### config.mk
export PLATFORM = sky130hd
export DESIGN_NAME = cswpll_top
export DESIGN_NICKNAME = d
export VERILOG_FILES = /design/src/rtl/cswpll_pkg.sv /design/src/rtl/cswpll_top.sv
export SDC_FILE = /design/constraint.sdc
export NUM_CORES = 1
export LEC_CHECK = 0
export ABC_AREA = 1
export BUFFER_PORTS_ARGS = -buffer_cell sky130_fd_sc_hd__clkbuf_2
export CAP_MARGIN = 10
export CORE_MARGIN = 8
export CORE_UTILIZATION = 54
export CTS_BUF_LIST = sky130_fd_sc_hd__clkbuf_8
export DETAILED_ROUTE_END_ITERATION = 8
export GPL_ROUTABILITY_DRIVEN = 0
export HOLD_SLACK_MARGIN = 0.02
export PLACE_DENSITY = 0.87
export RECOVER_POWER = 25
export SETUP_SLACK_MARGIN = 0.1
export SLEW_MARGIN = 40
export SYNTH_ARGS = -nofsm -noshare
export SYNTH_HDL_FRONTEND = slang
export SYNTH_SLANG_ARGS = --single-unit
### constraint.sdc
create_clock -name pclk -period 3.4 [get_ports pclk]
set_input_delay 0 -clock pclk [delete_from_list [all_inputs] [get_ports pclk]]
set_output_delay 0 -clock pclk [all_outputs]
set_load 0.01 [all_outputs]
### src/rtl/cswpll_pkg.sv
// Shared constants, types and helpers of the clock switch block
package cswpll_pkg;
  localparam logic [11:0] OFS_OSC = 12'h000;
  localparam logic [11:0] OFS_DIV = 12'h004;
  localparam int COSC_LSB = 12;
  localparam int NOSC_LSB = 8;
  localparam int LOCK_BIT = 5;
  localparam int CF_BIT = 3;
  localparam int POSCEN_BIT = 2;
  localparam int SECONDARY_OSC_ENABLE_BIT = 1;
  localparam int SWITCH_REQUEST_BIT = 0;
  localparam int RC_POSTSCALE_LSB = 8;
  localparam int SYS_POSTSCALE_LSB = 6;
  localparam int PLL_ENABLE_BIT_BIT = 5;
  localparam logic [2:0] RC_POSTSCALE_RST = 3'h1;
  localparam logic [7:0] KEY_HI1 = 8'h78;
  localparam logic [7:0] KEY_HI2 = 8'h9a;
  localparam logic [7:0] KEY_LO1 = 8'h46;
  localparam logic [7:0] KEY_LO2 = 8'h57;
  localparam logic [3:0] SW_TICKS = 4'ha;
  localparam logic [4:0] PLL_MULT = 5'h18;
  localparam logic [4:0] SYS_FIX_DIV = 5'h03;
  localparam logic [1:0] USB_DIV = 2'h2;
  localparam logic [1:0] SUB_EC = 2'h0;
  localparam logic [2:0] SRC_FRC = 3'h0;
  localparam logic [2:0] SRC_INTERNAL_RC_WITH_PLL = 3'h1;
  localparam logic [2:0] SRC_PRI = 3'h2;
  localparam logic [2:0] SRC_PRIPLL = 3'h3;
  localparam logic [2:0] SRC_SEC = 3'h4;
  localparam logic [2:0] SRC_LOW_POWER_INTERNAL_RC = 3'h5;
  localparam logic [2:0] SRC_FRC16 = 3'h6;
  localparam logic [2:0] SRC_FRCDIV = 3'h7;

  typedef struct packed {
    logic switch_enable_cfg;
    logic [2:0] default_source_cfg;
    logic pll_enable_cfg;
    logic [2:0] pll_prescale_cfg;
    logic [1:0] primary_submode_cfg;
    logic watchdog_en;
  } cswpll_cfg_s;

  typedef struct packed {
    logic osc_startup_timer;
    logic pll_lock;
    logic new_clk_tick;
    logic clk_fail;
  } cswpll_osc_in_s;

  typedef struct packed {
    logic primary_osc_en;
    logic secondary_osc_en;
    logic fast_internal_rc_en;
    logic low_power_internal_rc_en;
    logic pll_en;
    logic [3:0] pll_prediv;
    logic [4:0] pll_mult;
    logic [4:0] sys_div;
    logic [1:0] usb_div;
    logic [2:0] rc_postscale;
  } cswpll_osc_out_s;

  function automatic logic uses_pll(input logic [2:0] s);
    return (s == SRC_INTERNAL_RC_WITH_PLL) || (s == SRC_PRIPLL);
  endfunction : uses_pll

  function automatic logic uses_pri(input logic [2:0] s);
    return (s == SRC_PRI) || (s == SRC_PRIPLL);
  endfunction : uses_pri

  function automatic logic uses_frc(input logic [2:0] s);
    return (s == SRC_FRC) || (s == SRC_INTERNAL_RC_WITH_PLL) ||
           (s == SRC_FRC16) || (s == SRC_FRCDIV);
  endfunction : uses_frc
endpackage : cswpll_pkg

### src/rtl/cswpll_top.sv
// Clock source switch controller with PLL divider settings, APB slave
`timescale 1ns/1ps
`default_nettype none

//
// Summary of operation
// - Switching and clock monitor work only while switch-enable config is 0.
// - Switching disabled: selection ignored, current field shows default cfg.
// - Switching disabled: switch-request bit held at zero.
// - Upper byte write needs unlock writes 78h then 9Ah first.
// - Lower byte write needs unlock writes 46h then 57h first.
// - Request with equal current and new source is cleared as redundant.
// - Valid switch start clears PLL-lock bit, and clock-fail bit unless a clock fail arrives in that cycle.
// - Target oscillator turned on; crystal waits for start-up timer unless primary already runs.
// - PLL targets wait for PLL-lock bit set.
// - Ten new-clock cycles are counted before changeover.
// - Changeover clears request and copies new into current source.
// - Old source off; low-power RC and secondary kept when needed.
// - PLL multiplies 4 MHz by 24 into USB and system branches.
// - PLL enabled by its config bit or by the divider enable bit.
// - Prescaler division comes only from the prescale config bits.
// - System branch: postscaler, then fixed divide-by-3.
// - Postscale codes give 32, 16, 8 and 4 MHz.
// - USB branch is a fixed halving of the PLL output, 48 MHz.
// - Prescale codes divide by 12, 8, 6, 5, 4, 3, 2 and 1.
// - Three-bit source codes map to the eight clock sources.
module cswpll_top (
  input wire logic pclk,
  input wire logic presetn,
  input wire logic psel,
  input wire logic penable,
  input wire logic pwrite,
  input wire logic [11:0] paddr,
  input wire logic [31:0] pwdata,
  input wire logic [3:0] pstrb,
  output logic [31:0] prdata,
  output logic pready,
  output logic pslverr,
  input wire cswpll_pkg::cswpll_cfg_s cfg_i,
  input wire cswpll_pkg::cswpll_osc_in_s osc_i,
  output cswpll_pkg::cswpll_osc_out_s osc_o,
  output logic [2:0] clk_sel_o,
  output logic switching_o,
  output logic sys_clk_en_o
);
  import cswpll_pkg::*;

  typedef enum logic [4:0] {
    UL_IDLE = 5'b00001,
    UL_H1 = 5'b00010,
    UL_HOK = 5'b00100,
    UL_L1 = 5'b01000,
    UL_LOK = 5'b10000
  } cswpll_ul_e;

  typedef enum logic [2:0] {
    SW_IDLE = 3'b001,
    SW_WAIT = 3'b010,
    SW_COUNT = 3'b100
  } cswpll_sw_e;

  cswpll_ul_e ul_r, ul_nxt;
  cswpll_sw_e sw_r, sw_nxt;
  logic init_r;
  logic [2:0] cosc_r, cosc_nxt;
  logic [2:0] nosc_r, nosc_nxt;
  logic [2:0] tgt_r;
  logic lock_r, lock_nxt;
  logic cf_r, cf_nxt;
  logic poscen_r, secondary_osc_enable_r;
  logic switch_request_r, switch_request_nxt;
  logic [2:0] rc_postscale_r;
  logic [1:0] sys_postscale_r;
  logic pll_enable_bit_r;
  logic [3:0] cnt_r;
  logic [4:0] sdc_r;
  logic [31:0] prdata_r;

  // Decode
  wire switch_en = ~cfg_i.switch_enable_cfg;
  wire failsafe_clock_monitor_en = switch_en;
  wire sel_osc = (paddr == OFS_OSC);
  wire sel_div = (paddr == OFS_DIV);
  wire mapped = sel_osc | sel_div;
  wire wr_en = psel & penable & pwrite;
  wire rd_setup = psel & ~penable & ~pwrite;
  wire wr_osc = wr_en & sel_osc;
  wire wr_div = wr_en & sel_div;
  wire hi_only = (pstrb == 4'b0010);
  wire lo_only = (pstrb == 4'b0001);
  wire key_h1 = wr_osc & hi_only & (pwdata[15:8] == KEY_HI1);
  wire key_h2 = wr_osc & hi_only & (pwdata[15:8] == KEY_HI2);
  wire key_l1 = wr_osc & lo_only & (pwdata[7:0] == KEY_LO1);
  wire key_l2 = wr_osc & lo_only & (pwdata[7:0] == KEY_LO2);
  wire wr_hi_ok = wr_osc & pstrb[1] & (ul_r == UL_HOK);
  wire wr_lo_ok = wr_osc & pstrb[0] & (ul_r == UL_LOK);

  // Switch sequencing terms
  wire busy = (sw_r != SW_IDLE);
  wire sw_idle = (sw_r == SW_IDLE);
  wire req = sw_idle & switch_request_r & switch_en & init_r;
  wire redundant = req & (nosc_r == cosc_r);
  wire start = req & (nosc_r != cosc_r);
  wire crystal = (cfg_i.primary_submode_cfg != SUB_EC);
  // Primary already running needs no start-up wait
  wire need_ost = uses_pri(tgt_r) & crystal & ~uses_pri(cosc_r);
  wire need_lock = uses_pll(tgt_r);
  wire src_ready = (~need_ost | osc_i.osc_startup_timer) &
                   (~need_lock | lock_r);
  wire tick = osc_i.new_clk_tick;
  wire last_tick = tick & (cnt_r == SW_TICKS - 4'h1);
  wire done = (sw_r == SW_COUNT) & last_tick;
  wire fail_set = osc_i.clk_fail & failsafe_clock_monitor_en;
  wire pll_on = cfg_i.pll_enable_cfg | pll_enable_bit_r |
                uses_pll(cosc_r) | (busy & uses_pll(tgt_r));
  wire pll_active = pll_on & (uses_pll(cosc_r) |
                    (busy & uses_pll(tgt_r)));
  wire [4:0] sys_div = SYS_FIX_DIV << sys_postscale_r;
  wire sdc_wrap = (sdc_r >= sys_div - 5'h01);

  // Unlock detector
  always_comb begin
    ul_nxt = ul_r;
    if (wr_en) begin
      unique case (ul_r)
        UL_IDLE: begin
          if (key_h1) ul_nxt = UL_H1;
          else if (key_l1) ul_nxt = UL_L1;
          else ul_nxt = UL_IDLE;
        end
        UL_H1: ul_nxt = key_h2 ? UL_HOK : UL_IDLE;
        UL_L1: ul_nxt = key_l2 ? UL_LOK : UL_IDLE;
        UL_HOK: ul_nxt = UL_IDLE;
        UL_LOK: ul_nxt = UL_IDLE;
        default: ul_nxt = UL_IDLE;
      endcase
    end
  end

  // Switch sequencer
  always_comb begin
    sw_nxt = sw_r;
    unique case (sw_r)
      SW_IDLE: if (start) sw_nxt = SW_WAIT;
      SW_WAIT: if (src_ready) sw_nxt = SW_COUNT;
      SW_COUNT: if (last_tick) sw_nxt = SW_IDLE;
      default: sw_nxt = SW_IDLE;
    endcase
  end

  // Current and new source fields
  always_comb begin
    cosc_nxt = cosc_r;
    if (~init_r | ~switch_en) cosc_nxt = cfg_i.default_source_cfg;
    else if (done) cosc_nxt = tgt_r;
    nosc_nxt = nosc_r;
    if (~init_r) nosc_nxt = cfg_i.default_source_cfg;
    else if (wr_hi_ok) nosc_nxt = pwdata[NOSC_LSB +: 3];
  end

  // Request bit; software set wins over hardware clear
  always_comb begin
    if (~switch_en) switch_request_nxt = 1'b0;
    else if (wr_lo_ok) switch_request_nxt = pwdata[SWITCH_REQUEST_BIT];
    else if (redundant | done) switch_request_nxt = 1'b0;
    else switch_request_nxt = switch_request_r;
  end

  // Lock and clock-fail flags
  always_comb begin
    lock_nxt = start ? 1'b0 : (pll_active & osc_i.pll_lock);
    if (fail_set) cf_nxt = 1'b1;
    else if (start) cf_nxt = 1'b0;
    else if (wr_lo_ok & ~pwdata[CF_BIT]) cf_nxt = 1'b0;
    else cf_nxt = cf_r;
  end

  always_ff @(posedge pclk or negedge presetn) begin
    if (!presetn) begin
      ul_r <= UL_IDLE;
      sw_r <= SW_IDLE;
      init_r <= 1'b0;
      cosc_r <= SRC_FRC;
      nosc_r <= SRC_FRC;
      tgt_r <= SRC_FRC;
      lock_r <= 1'b0;
      cf_r <= 1'b0;
      switch_request_r <= 1'b0;
    end else begin
      ul_r <= ul_nxt;
      sw_r <= sw_nxt;
      init_r <= 1'b1;
      cosc_r <= cosc_nxt;
      nosc_r <= nosc_nxt;
      if (start) tgt_r <= nosc_r;
      lock_r <= lock_nxt;
      cf_r <= cf_nxt;
      switch_request_r <= switch_request_nxt;
    end
  end

  // Low byte controls and divider register
  always_ff @(posedge pclk or negedge presetn) begin
    if (!presetn) begin
      poscen_r <= 1'b0;
      secondary_osc_enable_r <= 1'b0;
      rc_postscale_r <= RC_POSTSCALE_RST;
      sys_postscale_r <= 2'h0;
      pll_enable_bit_r <= 1'b0;
    end else begin
      if (wr_lo_ok) begin
        poscen_r <= pwdata[POSCEN_BIT];
        secondary_osc_enable_r <= pwdata[SECONDARY_OSC_ENABLE_BIT];
      end
      if (wr_div & pstrb[1]) rc_postscale_r <= pwdata[RC_POSTSCALE_LSB +: 3];
      if (wr_div & pstrb[0]) begin
        sys_postscale_r <= pwdata[SYS_POSTSCALE_LSB +: 2];
        pll_enable_bit_r <= pwdata[PLL_ENABLE_BIT_BIT];
      end
    end
  end

  // New-clock cycle counter and system clock enable divider
  always_ff @(posedge pclk or negedge presetn) begin
    if (!presetn) begin
      cnt_r <= 4'h0;
      sdc_r <= 5'h00;
    end else begin
      if (sw_r != SW_COUNT) cnt_r <= 4'h0;
      else if (tick) cnt_r <= cnt_r + 4'h1;
      sdc_r <= sdc_wrap ? 5'h00 : sdc_r + 5'h01;
    end
  end

  // Read data captured in setup so it is stable over access
  wire [31:0] osc_rd = {17'h0, cosc_r, 1'b0, nosc_r, 2'h0, lock_r,
                        1'b0, cf_r, poscen_r, secondary_osc_enable_r, switch_request_r};
  wire [31:0] div_rd = {21'h0, rc_postscale_r, sys_postscale_r, pll_enable_bit_r, 5'h00};
  wire [31:0] rd_mux = sel_osc ? osc_rd : (sel_div ? div_rd : 32'h0);

  always_ff @(posedge pclk or negedge presetn) begin
    if (!presetn) prdata_r <= 32'h0;
    else if (rd_setup) prdata_r <= rd_mux;
  end

  // Prescaler table, from configuration only
  function automatic logic [3:0] prediv(input logic [2:0] c);
    unique case (c)
      3'h7: return 4'hc;
      3'h6: return 4'h8;
      3'h5: return 4'h6;
      3'h4: return 4'h5;
      3'h3: return 4'h4;
      3'h2: return 4'h3;
      3'h1: return 4'h2;
      3'h0: return 4'h1;
    endcase
  endfunction : prediv

  assign prdata = prdata_r;
  assign pready = 1'b1;
  assign pslverr = psel & penable & ~mapped;
  assign clk_sel_o = cosc_r;
  assign switching_o = busy;
  assign sys_clk_en_o = sdc_wrap;
  // Old source drops once current field moves on
  assign osc_o.primary_osc_en = uses_pri(cosc_r) |
                                (busy & uses_pri(tgt_r));
  assign osc_o.fast_internal_rc_en = uses_frc(cosc_r) |
                                     (busy & uses_frc(tgt_r));
  assign osc_o.secondary_osc_en = (cosc_r == SRC_SEC) | secondary_osc_enable_r |
                                  (busy & tgt_r == SRC_SEC);
  // Low-power RC must survive for watchdog and clock monitor
  assign osc_o.low_power_internal_rc_en = (cosc_r == SRC_LOW_POWER_INTERNAL_RC) |
    (busy & tgt_r == SRC_LOW_POWER_INTERNAL_RC) | cfg_i.watchdog_en | failsafe_clock_monitor_en;
  assign osc_o.pll_en = pll_on;
  assign osc_o.pll_prediv = prediv(cfg_i.pll_prescale_cfg);
  assign osc_o.pll_mult = PLL_MULT;
  assign osc_o.sys_div = sys_div;
  assign osc_o.usb_div = USB_DIV;
  assign osc_o.rc_postscale = rc_postscale_r;
endmodule : cswpll_top

`default_nettype wire

# Word-level counts from Yosys, hierarchy flattened
# Memories as Yosys holds them, arrays and structs flattened.
# Cells that the tools add are included.
# classes
eq_ne	38
bitwise	63
magnitude_cmp	1
add_sub_neg	3
shifts	1
n_mux	25
n_reduce_logical	19
# ops
op	count
AND 1 bit	38
equality test 3 bit, second input constant	9
equality test 8 x 7 -> 1 bit, second input constant	3
2-to-1 mux 3 bit	8
2-to-1 mux 4 bit	4
bitwise OR 1 bit	16
equality test 3 x 2 -> 1 bit, second input constant	5
2-to-1 mux 15 bit	1
case mux 5 bit (3 select lines)	1
equality test 12 x 3 -> 1 bit, second input constant	1
zero test 12 bit	1
2-to-1 mux 11 bit	1
logical OR 1 bit	10
2-to-1 mux 5 bit	2
equality test 3 x 1 -> 1 bit, second input constant	3
inverter 1 bit	9
case mux 3 bit (3 select lines)	1
equality test 8 bit, second input constant	1
2-to-1 mux 1 bit	7
zero test 3 bit	2
nonzero test 2 bit	3
nonzero test 3 bit	2
adder 5 x 1 -> 5 bit, second input constant	1
equality test 5 x 1 -> 1 bit, second input constant	1
18 further kinds	20
# totals
inputBits	68
output_inout_bits	63
regBits	70
mem_count	1
rom_bits	32
# memory_table
name	depth	word_bits	rd	rd_clocked_by_memory_dff	wr	line_no	source
(name not given)	8	4	1	0	0	cswpll_top.sv:248	unique case (c)

# Longest topological paths before layout
# logic_depth
word_depth	9
depth_mapped	11
mapped_depth_nobuf	11

# Worst setup path after synthesis
# OpenSTA, ideal clock, no wires.
# synth_path
path_kind	register to register
from	register sys_postscale_r[1]
to	register sdc_r[0]
path_buffers	0
arrival_time_ps	1970
required_ps	3261
slack_ps	1291
path_stages_with_launch	10
period_less_slack_ps	2109
cell_sequence	dfrtp_1 > inv_1 > ha_1 > xor2_1 > ha_1 > inv_1 > o21bai_1 > a21oi_1 > o21bai_1 > nor2_1
# synth_rtl
element	line_no	source
start: declaration	cswpll_top.sv:73	logic [1:0] sys_postscale_r;
start signal: assignment	cswpll_top.sv:217	sys_postscale_r <= pwdata[SYS_POSTSCALE_LSB +: 2];
end signal: assignment	cswpll_top.sv:231	sdc_r <= sdc_wrap ? 5'h00 : sdc_r + 5'h01;
end: declaration	cswpll_top.sv:76	logic [4:0] sdc_r;

# Worst setup path after layout
# layout_path
from	register sys_postscale_r[1]
to	output sys_clk_en_o
# layout_via
elab_chain_cells	3
# layout_lines
element	line_no	source
left shift 2 x 2 -> 5 bit	cswpll_top.sv:118	wire [4:0] sys_div = SYS_FIX_DIV << sys_postscale_r;
subtractor 5 x 1 -> 5 bit	cswpll_top.sv:119	wire sdc_wrap = (sdc_r >= sys_div - 5'h01);
greater-or-equal comparator 5 bit	cswpll_top.sv:119	
end: declaration	cswpll_top.sv:44	output logic sys_clk_en_o
# No other way between the ends.

==> impl_metrics.csv <==
group,metric,value,unit
synth,netlist-cell-type-count,45,
pwr,power_leakage,2.063,nW
pwr,internal_power,1.046,mW
place,post_detailed_placement_half_perimeter_wirelength,6279,µm
global_route,grt_pass1_vias,2998,
pwr,clkPwrFrac,0.292,
synth,ys_warn_count,0,
hold_path,min_delay_worst_endpoint,"switch_request_r$_DFFE_PN0P_",
floorplanning,core,5781,µm²
critical_path,crit_path_max_fanout,6,
sta,finalSetupViolations,0,
sta,summed_negative_setup_slack_over_all_endpoints,0,ps
synth,synth-simple-area-share,0.2136,
pwr,power.density,390.4,nW/µm²
routing,detailedRoute.firstPassIterationCount,5,
clock_network,cts_tree,"yes",
sta,rsz0062_at_grt,"no",
synth,post_syn_area_per_cell,7.952,µm²
synth,portion_of_the_post_synthesis_area_used_by_sequential_elements,0.4055,
synth,synth-adder-area-share,0.06342,
finish,final_cell_mix,"83 x sky130_fd_sc_hd__clkbuf_2, 72 x sky130_fd_sc_hd__nand2_1, 59 x sky130_fd_sc_hd__inv_1",
clock_network,clock_tree.htree_level_count,2,
clock_network,clk_path_buf_depth,2,
clock_network,clkLatencyLatePin,300,ps
flow_run,max_cap_violations,1,
floorplanning,initial_core_util,0.5461,
clock_network,clk_pin_slew_worst_paths,90,ps
hold_path,hold_depth,4,
global_route,grt_first_pass_wirelength,13430,µm
place,detailedPlace.worstSlack,1257,ps
critical_path,timing.critical_path.cells,"inv_1, ha_1, inv_1, nand2_1, xor2_1, ha_1, inv_1, o21bai_1, a21oi_1, o21bai_1, clkbuf_2",
critical_path,crit-reg2reg-capture,"cf_r$_DFFE_PN0P_",
critical_path,startpoint,"sys_postscale_r[1]$_DFFE_PN0P_",
finish,flow.area_growth_from_synthesis,20.89,%
synth,synth_compound_gate_area_share,0.1379,
synth,synthFlopType,"sky130_fd_sc_hd__dfrtp_1",
hold_path,hp-class,"primary input to flop",
clock_network,post_cts_resize_count,0,
sta,timing.final.crit_share,0.7208,
clock_network,number_of_buffers_created_by_cts,5,
critical_path,r2r_start,"sw_r[0]$_DFFE_PN1P_",
synth,ys_top_cells_by_area,"sky130_fd_sc_hd__dfrtp_1 38%, sky130_fd_sc_hd__nand2_1 8.6%, sky130_fd_sc_hd__inv_1 7.0%, sky130_fd_sc_hd__buf_4 6.9%, sky130_fd_sc_hd__ha_1 6.3%",
sta,maxSlewViolCount,43,
synth,edff_count_synth,0,
floorplanning,floorplan.rows,28,
routing,totalWireLength,7965,µm
floorplanning,die_height,92.46,µm
synth,combinational_family_with_the_most_area_after_synthesis,"simple AND/OR/NAND/NOR gates",
routing,drt.antenna.violating_nets,0,
sta,fin_ws,949.2,ps
critical_path,rrSetupSlack,1200,ps
critical_path,timing_worst_setup_path_type,"flop to output port",
pwr,worst_ir_drop_vdd,243.7,µV
sta,skew,7.721,ps
sta,worstMarginPinSlew,2207,ps
global_route,track_usage,0.1875,
global_route,grt-ovfl-total,0,
synth,synth_area,3157,µm²
routing,via_count,2904,
critical_path,required,3400,ps
hold_path,timing.hold.worst.start,"cfg_i[10]",
synth,ys_seq_elements,51,
global_route,antenna_violations_before_repair,0,
routing,detailed_router_s_first_iteration_violation_count,220,
place,quantity_of_i_o_buffers_inserted_on_ports,87,
critical_path,crit_path_end_kind,"output port",
run_status,status,"finished, violations left",
critical_path,worst_path_max_delay_cell,"sky130_fd_sc_hd__dfrtp_1",
routing,post_drt_wl_per_cell,13.80,µm
finish,n_antenna_cell,0,
critical_path,worst_path_largest_cell_delay,420,ps
synth,post_synth_xor_area_fraction,0.01942,
sta,report.final.hold_viol_count,0,
finish,finalNonFillerCells,577,
routing,route.detailed.drc,0,
sta,fmaxAchievable,408.0,MHz
global_route,grt_start_max_net_pins,43,
sta,maxSlewHeadroom,-0.4714,
pwr,power.share.sequential,0.476,
run_status,failed_checks,"capacitance limit, slew limit",
clock_network,cts.sink_count,51,
sta,finalHoldWorstSlack,36.65,ps
finish,final_nets,585,
floorplanning,die_area,8549,µm²
finish,fill_cell_count,490,
routing,vias_per_cell,5.033,
critical_path,worst_setup_path_start_kind,"flop",
floorplanning,design.portCount,131,
sta,fin_crit,2451,ps
synth,netlist.area_leader.share,0.3805,
synth,synthMuxAreaShare,0.003567,
pwr,combinationalPowerShare,0.232,
finish,proportion_of_layout_cells_with_a_drive_suffix_above_1,0.2211,
synth,ys_async_sr_fraction,1.000,
floorplanning,die_width,92.46,µm
clock_network,clock-root-buffer,"sky130_fd_sc_hd__clkbuf_8",
critical_path,timing.critical_path.mode_cell,"sky130_fd_sc_hd__inv_1",
finish,layout.cells.most_common,"sky130_fd_sc_hd__clkbuf_2",
synth,synthesis.instances,397,
place,post-place-cells,554,
pwr,power.share.switching,0.2980,
pwr,netSwitchingPower,0.4439,mW
critical_path,worst-r2r-cell-count,6,
finish,finalCoreUtilization,0.6602,
critical_path,worstPathArrival,2450,ps
synth,post-synth-top-area-cell,"sky130_fd_sc_hd__dfrtp_1",
==> per-stage QoR <==
step / power, mW / area [µm²]
after floorplan: 0.9508 / 3254
after global placement: 1.036 / 3553
after detailed placement: 1.055 / 3556
after CTS: 1.497 / 3824
after global routing: 1.585 / 3816
final: 1.490 / 3816
==> state kept, by name (all words and copies together), names as in the netlist, 4 cells and up <==
register / count
cnt_r: 4
sdc_r: 5
ul_r: 5
prdata: 13
==> cells by family after synthesis <==
| group | after synthesis |
|---|---|
| AOI/OAI and AO/OA | 73 |
| xor gates and xnor gates | 7 |
| adders and majority gates | 16 |
| buffers and inverters | 98 |
| DFF | 51 |
| muxes | 1 |
| other | 2 |
| and+or+nand+nor | 149 |
==> routing by layer <==
layer | vias up | global-route usage | wire [µm]
met4 | 0 | 0.06577 | 109
met1 | 1335 | 0.2142 | 3170
met3 | 8 | 0.04288 | 509
met2 | 117 | 0.3349 | 4176
met5 | - | 0 | 0
li1 | 1444 | - | -
==> final cells by class <==
class,count,area (µm²),share of cell area
Inverter,66,249.0,0.06525
Clock buffer,6,82.58,0.02164
Multi-Input combinational cell,274,1488,0.3898
Sequential cell,51,1280,0.3354
Timing Repair Buffer,103,588.1,0.1541
Tap cell,75,93.84,0.02459
Clock inverter,2,35.03,0.009180
==> Yosys cell counts, types with 2 or more instances <==
| master | number |
|---|---|
| sky130_fd_sc_hd__a21oi_1 | 14 |
| sky130_fd_sc_hd__a31oi_1 | 2 |
| sky130_fd_sc_hd__buf_4 | 29 |
| sky130_fd_sc_hd__conb_1 | 2 |
| sky130_fd_sc_hd__dfrtp_1 | 48 |
| sky130_fd_sc_hd__dfstp_2 | 3 |
| sky130_fd_sc_hd__ha_1 | 16 |
| sky130_fd_sc_hd__inv_1 | 59 |
| sky130_fd_sc_hd__inv_2 | 6 |
| sky130_fd_sc_hd__nand2_1 | 72 |
| sky130_fd_sc_hd__nand3_1 | 11 |
| sky130_fd_sc_hd__nand4_1 | 9 |
| sky130_fd_sc_hd__nor2_1 | 34 |
| sky130_fd_sc_hd__nor3_1 | 9 |
| sky130_fd_sc_hd__nor3_2 | 2 |
| sky130_fd_sc_hd__nor3b_1 | 3 |
| sky130_fd_sc_hd__o211ai_1 | 4 |
| sky130_fd_sc_hd__o21ai_0 | 16 |
| sky130_fd_sc_hd__o21ai_1 | 17 |
| sky130_fd_sc_hd__o21bai_1 | 4 |
| sky130_fd_sc_hd__o31ai_1 | 8 |
| sky130_fd_sc_hd__xnor2_1 | 4 |
| sky130_fd_sc_hd__xor2_1 | 3 |
==> worst max-delay path, delay by kind of cell (launching register included) <==
family / cells / cell delay [ps]
flops: 1 / 420
xor+xnor: 1 / 140
compound gates: 3 / 570
simple gates: 1 / 60
buf+inv: 4 / 460
fa+ha+maj: 2 / 510
==> repair_timing <==
action	in CTS	in global routing
endpoints found under the hold margin	52	0
setup buffers	0	0
hold buffers	15	0
==> power by group through the flow <==
stage	logic (mW)	clock network (mW)	registers (mW)
2_1_floorplan	0.237	0	0.714
3_3_place_gp	0.317	0	0.719
3_5_place_dp	0.334	0	0.722
4_1_cts	0.348	0.440	0.710
5_1_grt	0.404	0.463	0.718
6_report	0.346	0.434	0.709
==> how the worst max path moves through the flow <==
| stage | endpoint | slack, ps | cells past startpoint |
|---|---|---|---|
| 6_report | sys_clk_en_o | 950 | 11 |
| 5_1_grt | nosc_r[0]$_DFFE_PN0P_ | 680 | 2 |
| 4_1_cts | sys_clk_en_o | 930 | 11 |
| 3_5_place_dp | sdc_r[1]$_DFF_PN0_ | 1260 | 11 |
| 3_3_place_gp | sys_clk_en_o | 1320 | 9 |
| 2_1_floorplan | sdc_r[0]$_DFF_PN0_ | 1290 | 9 |
Power figures use the tool's default switching activity.
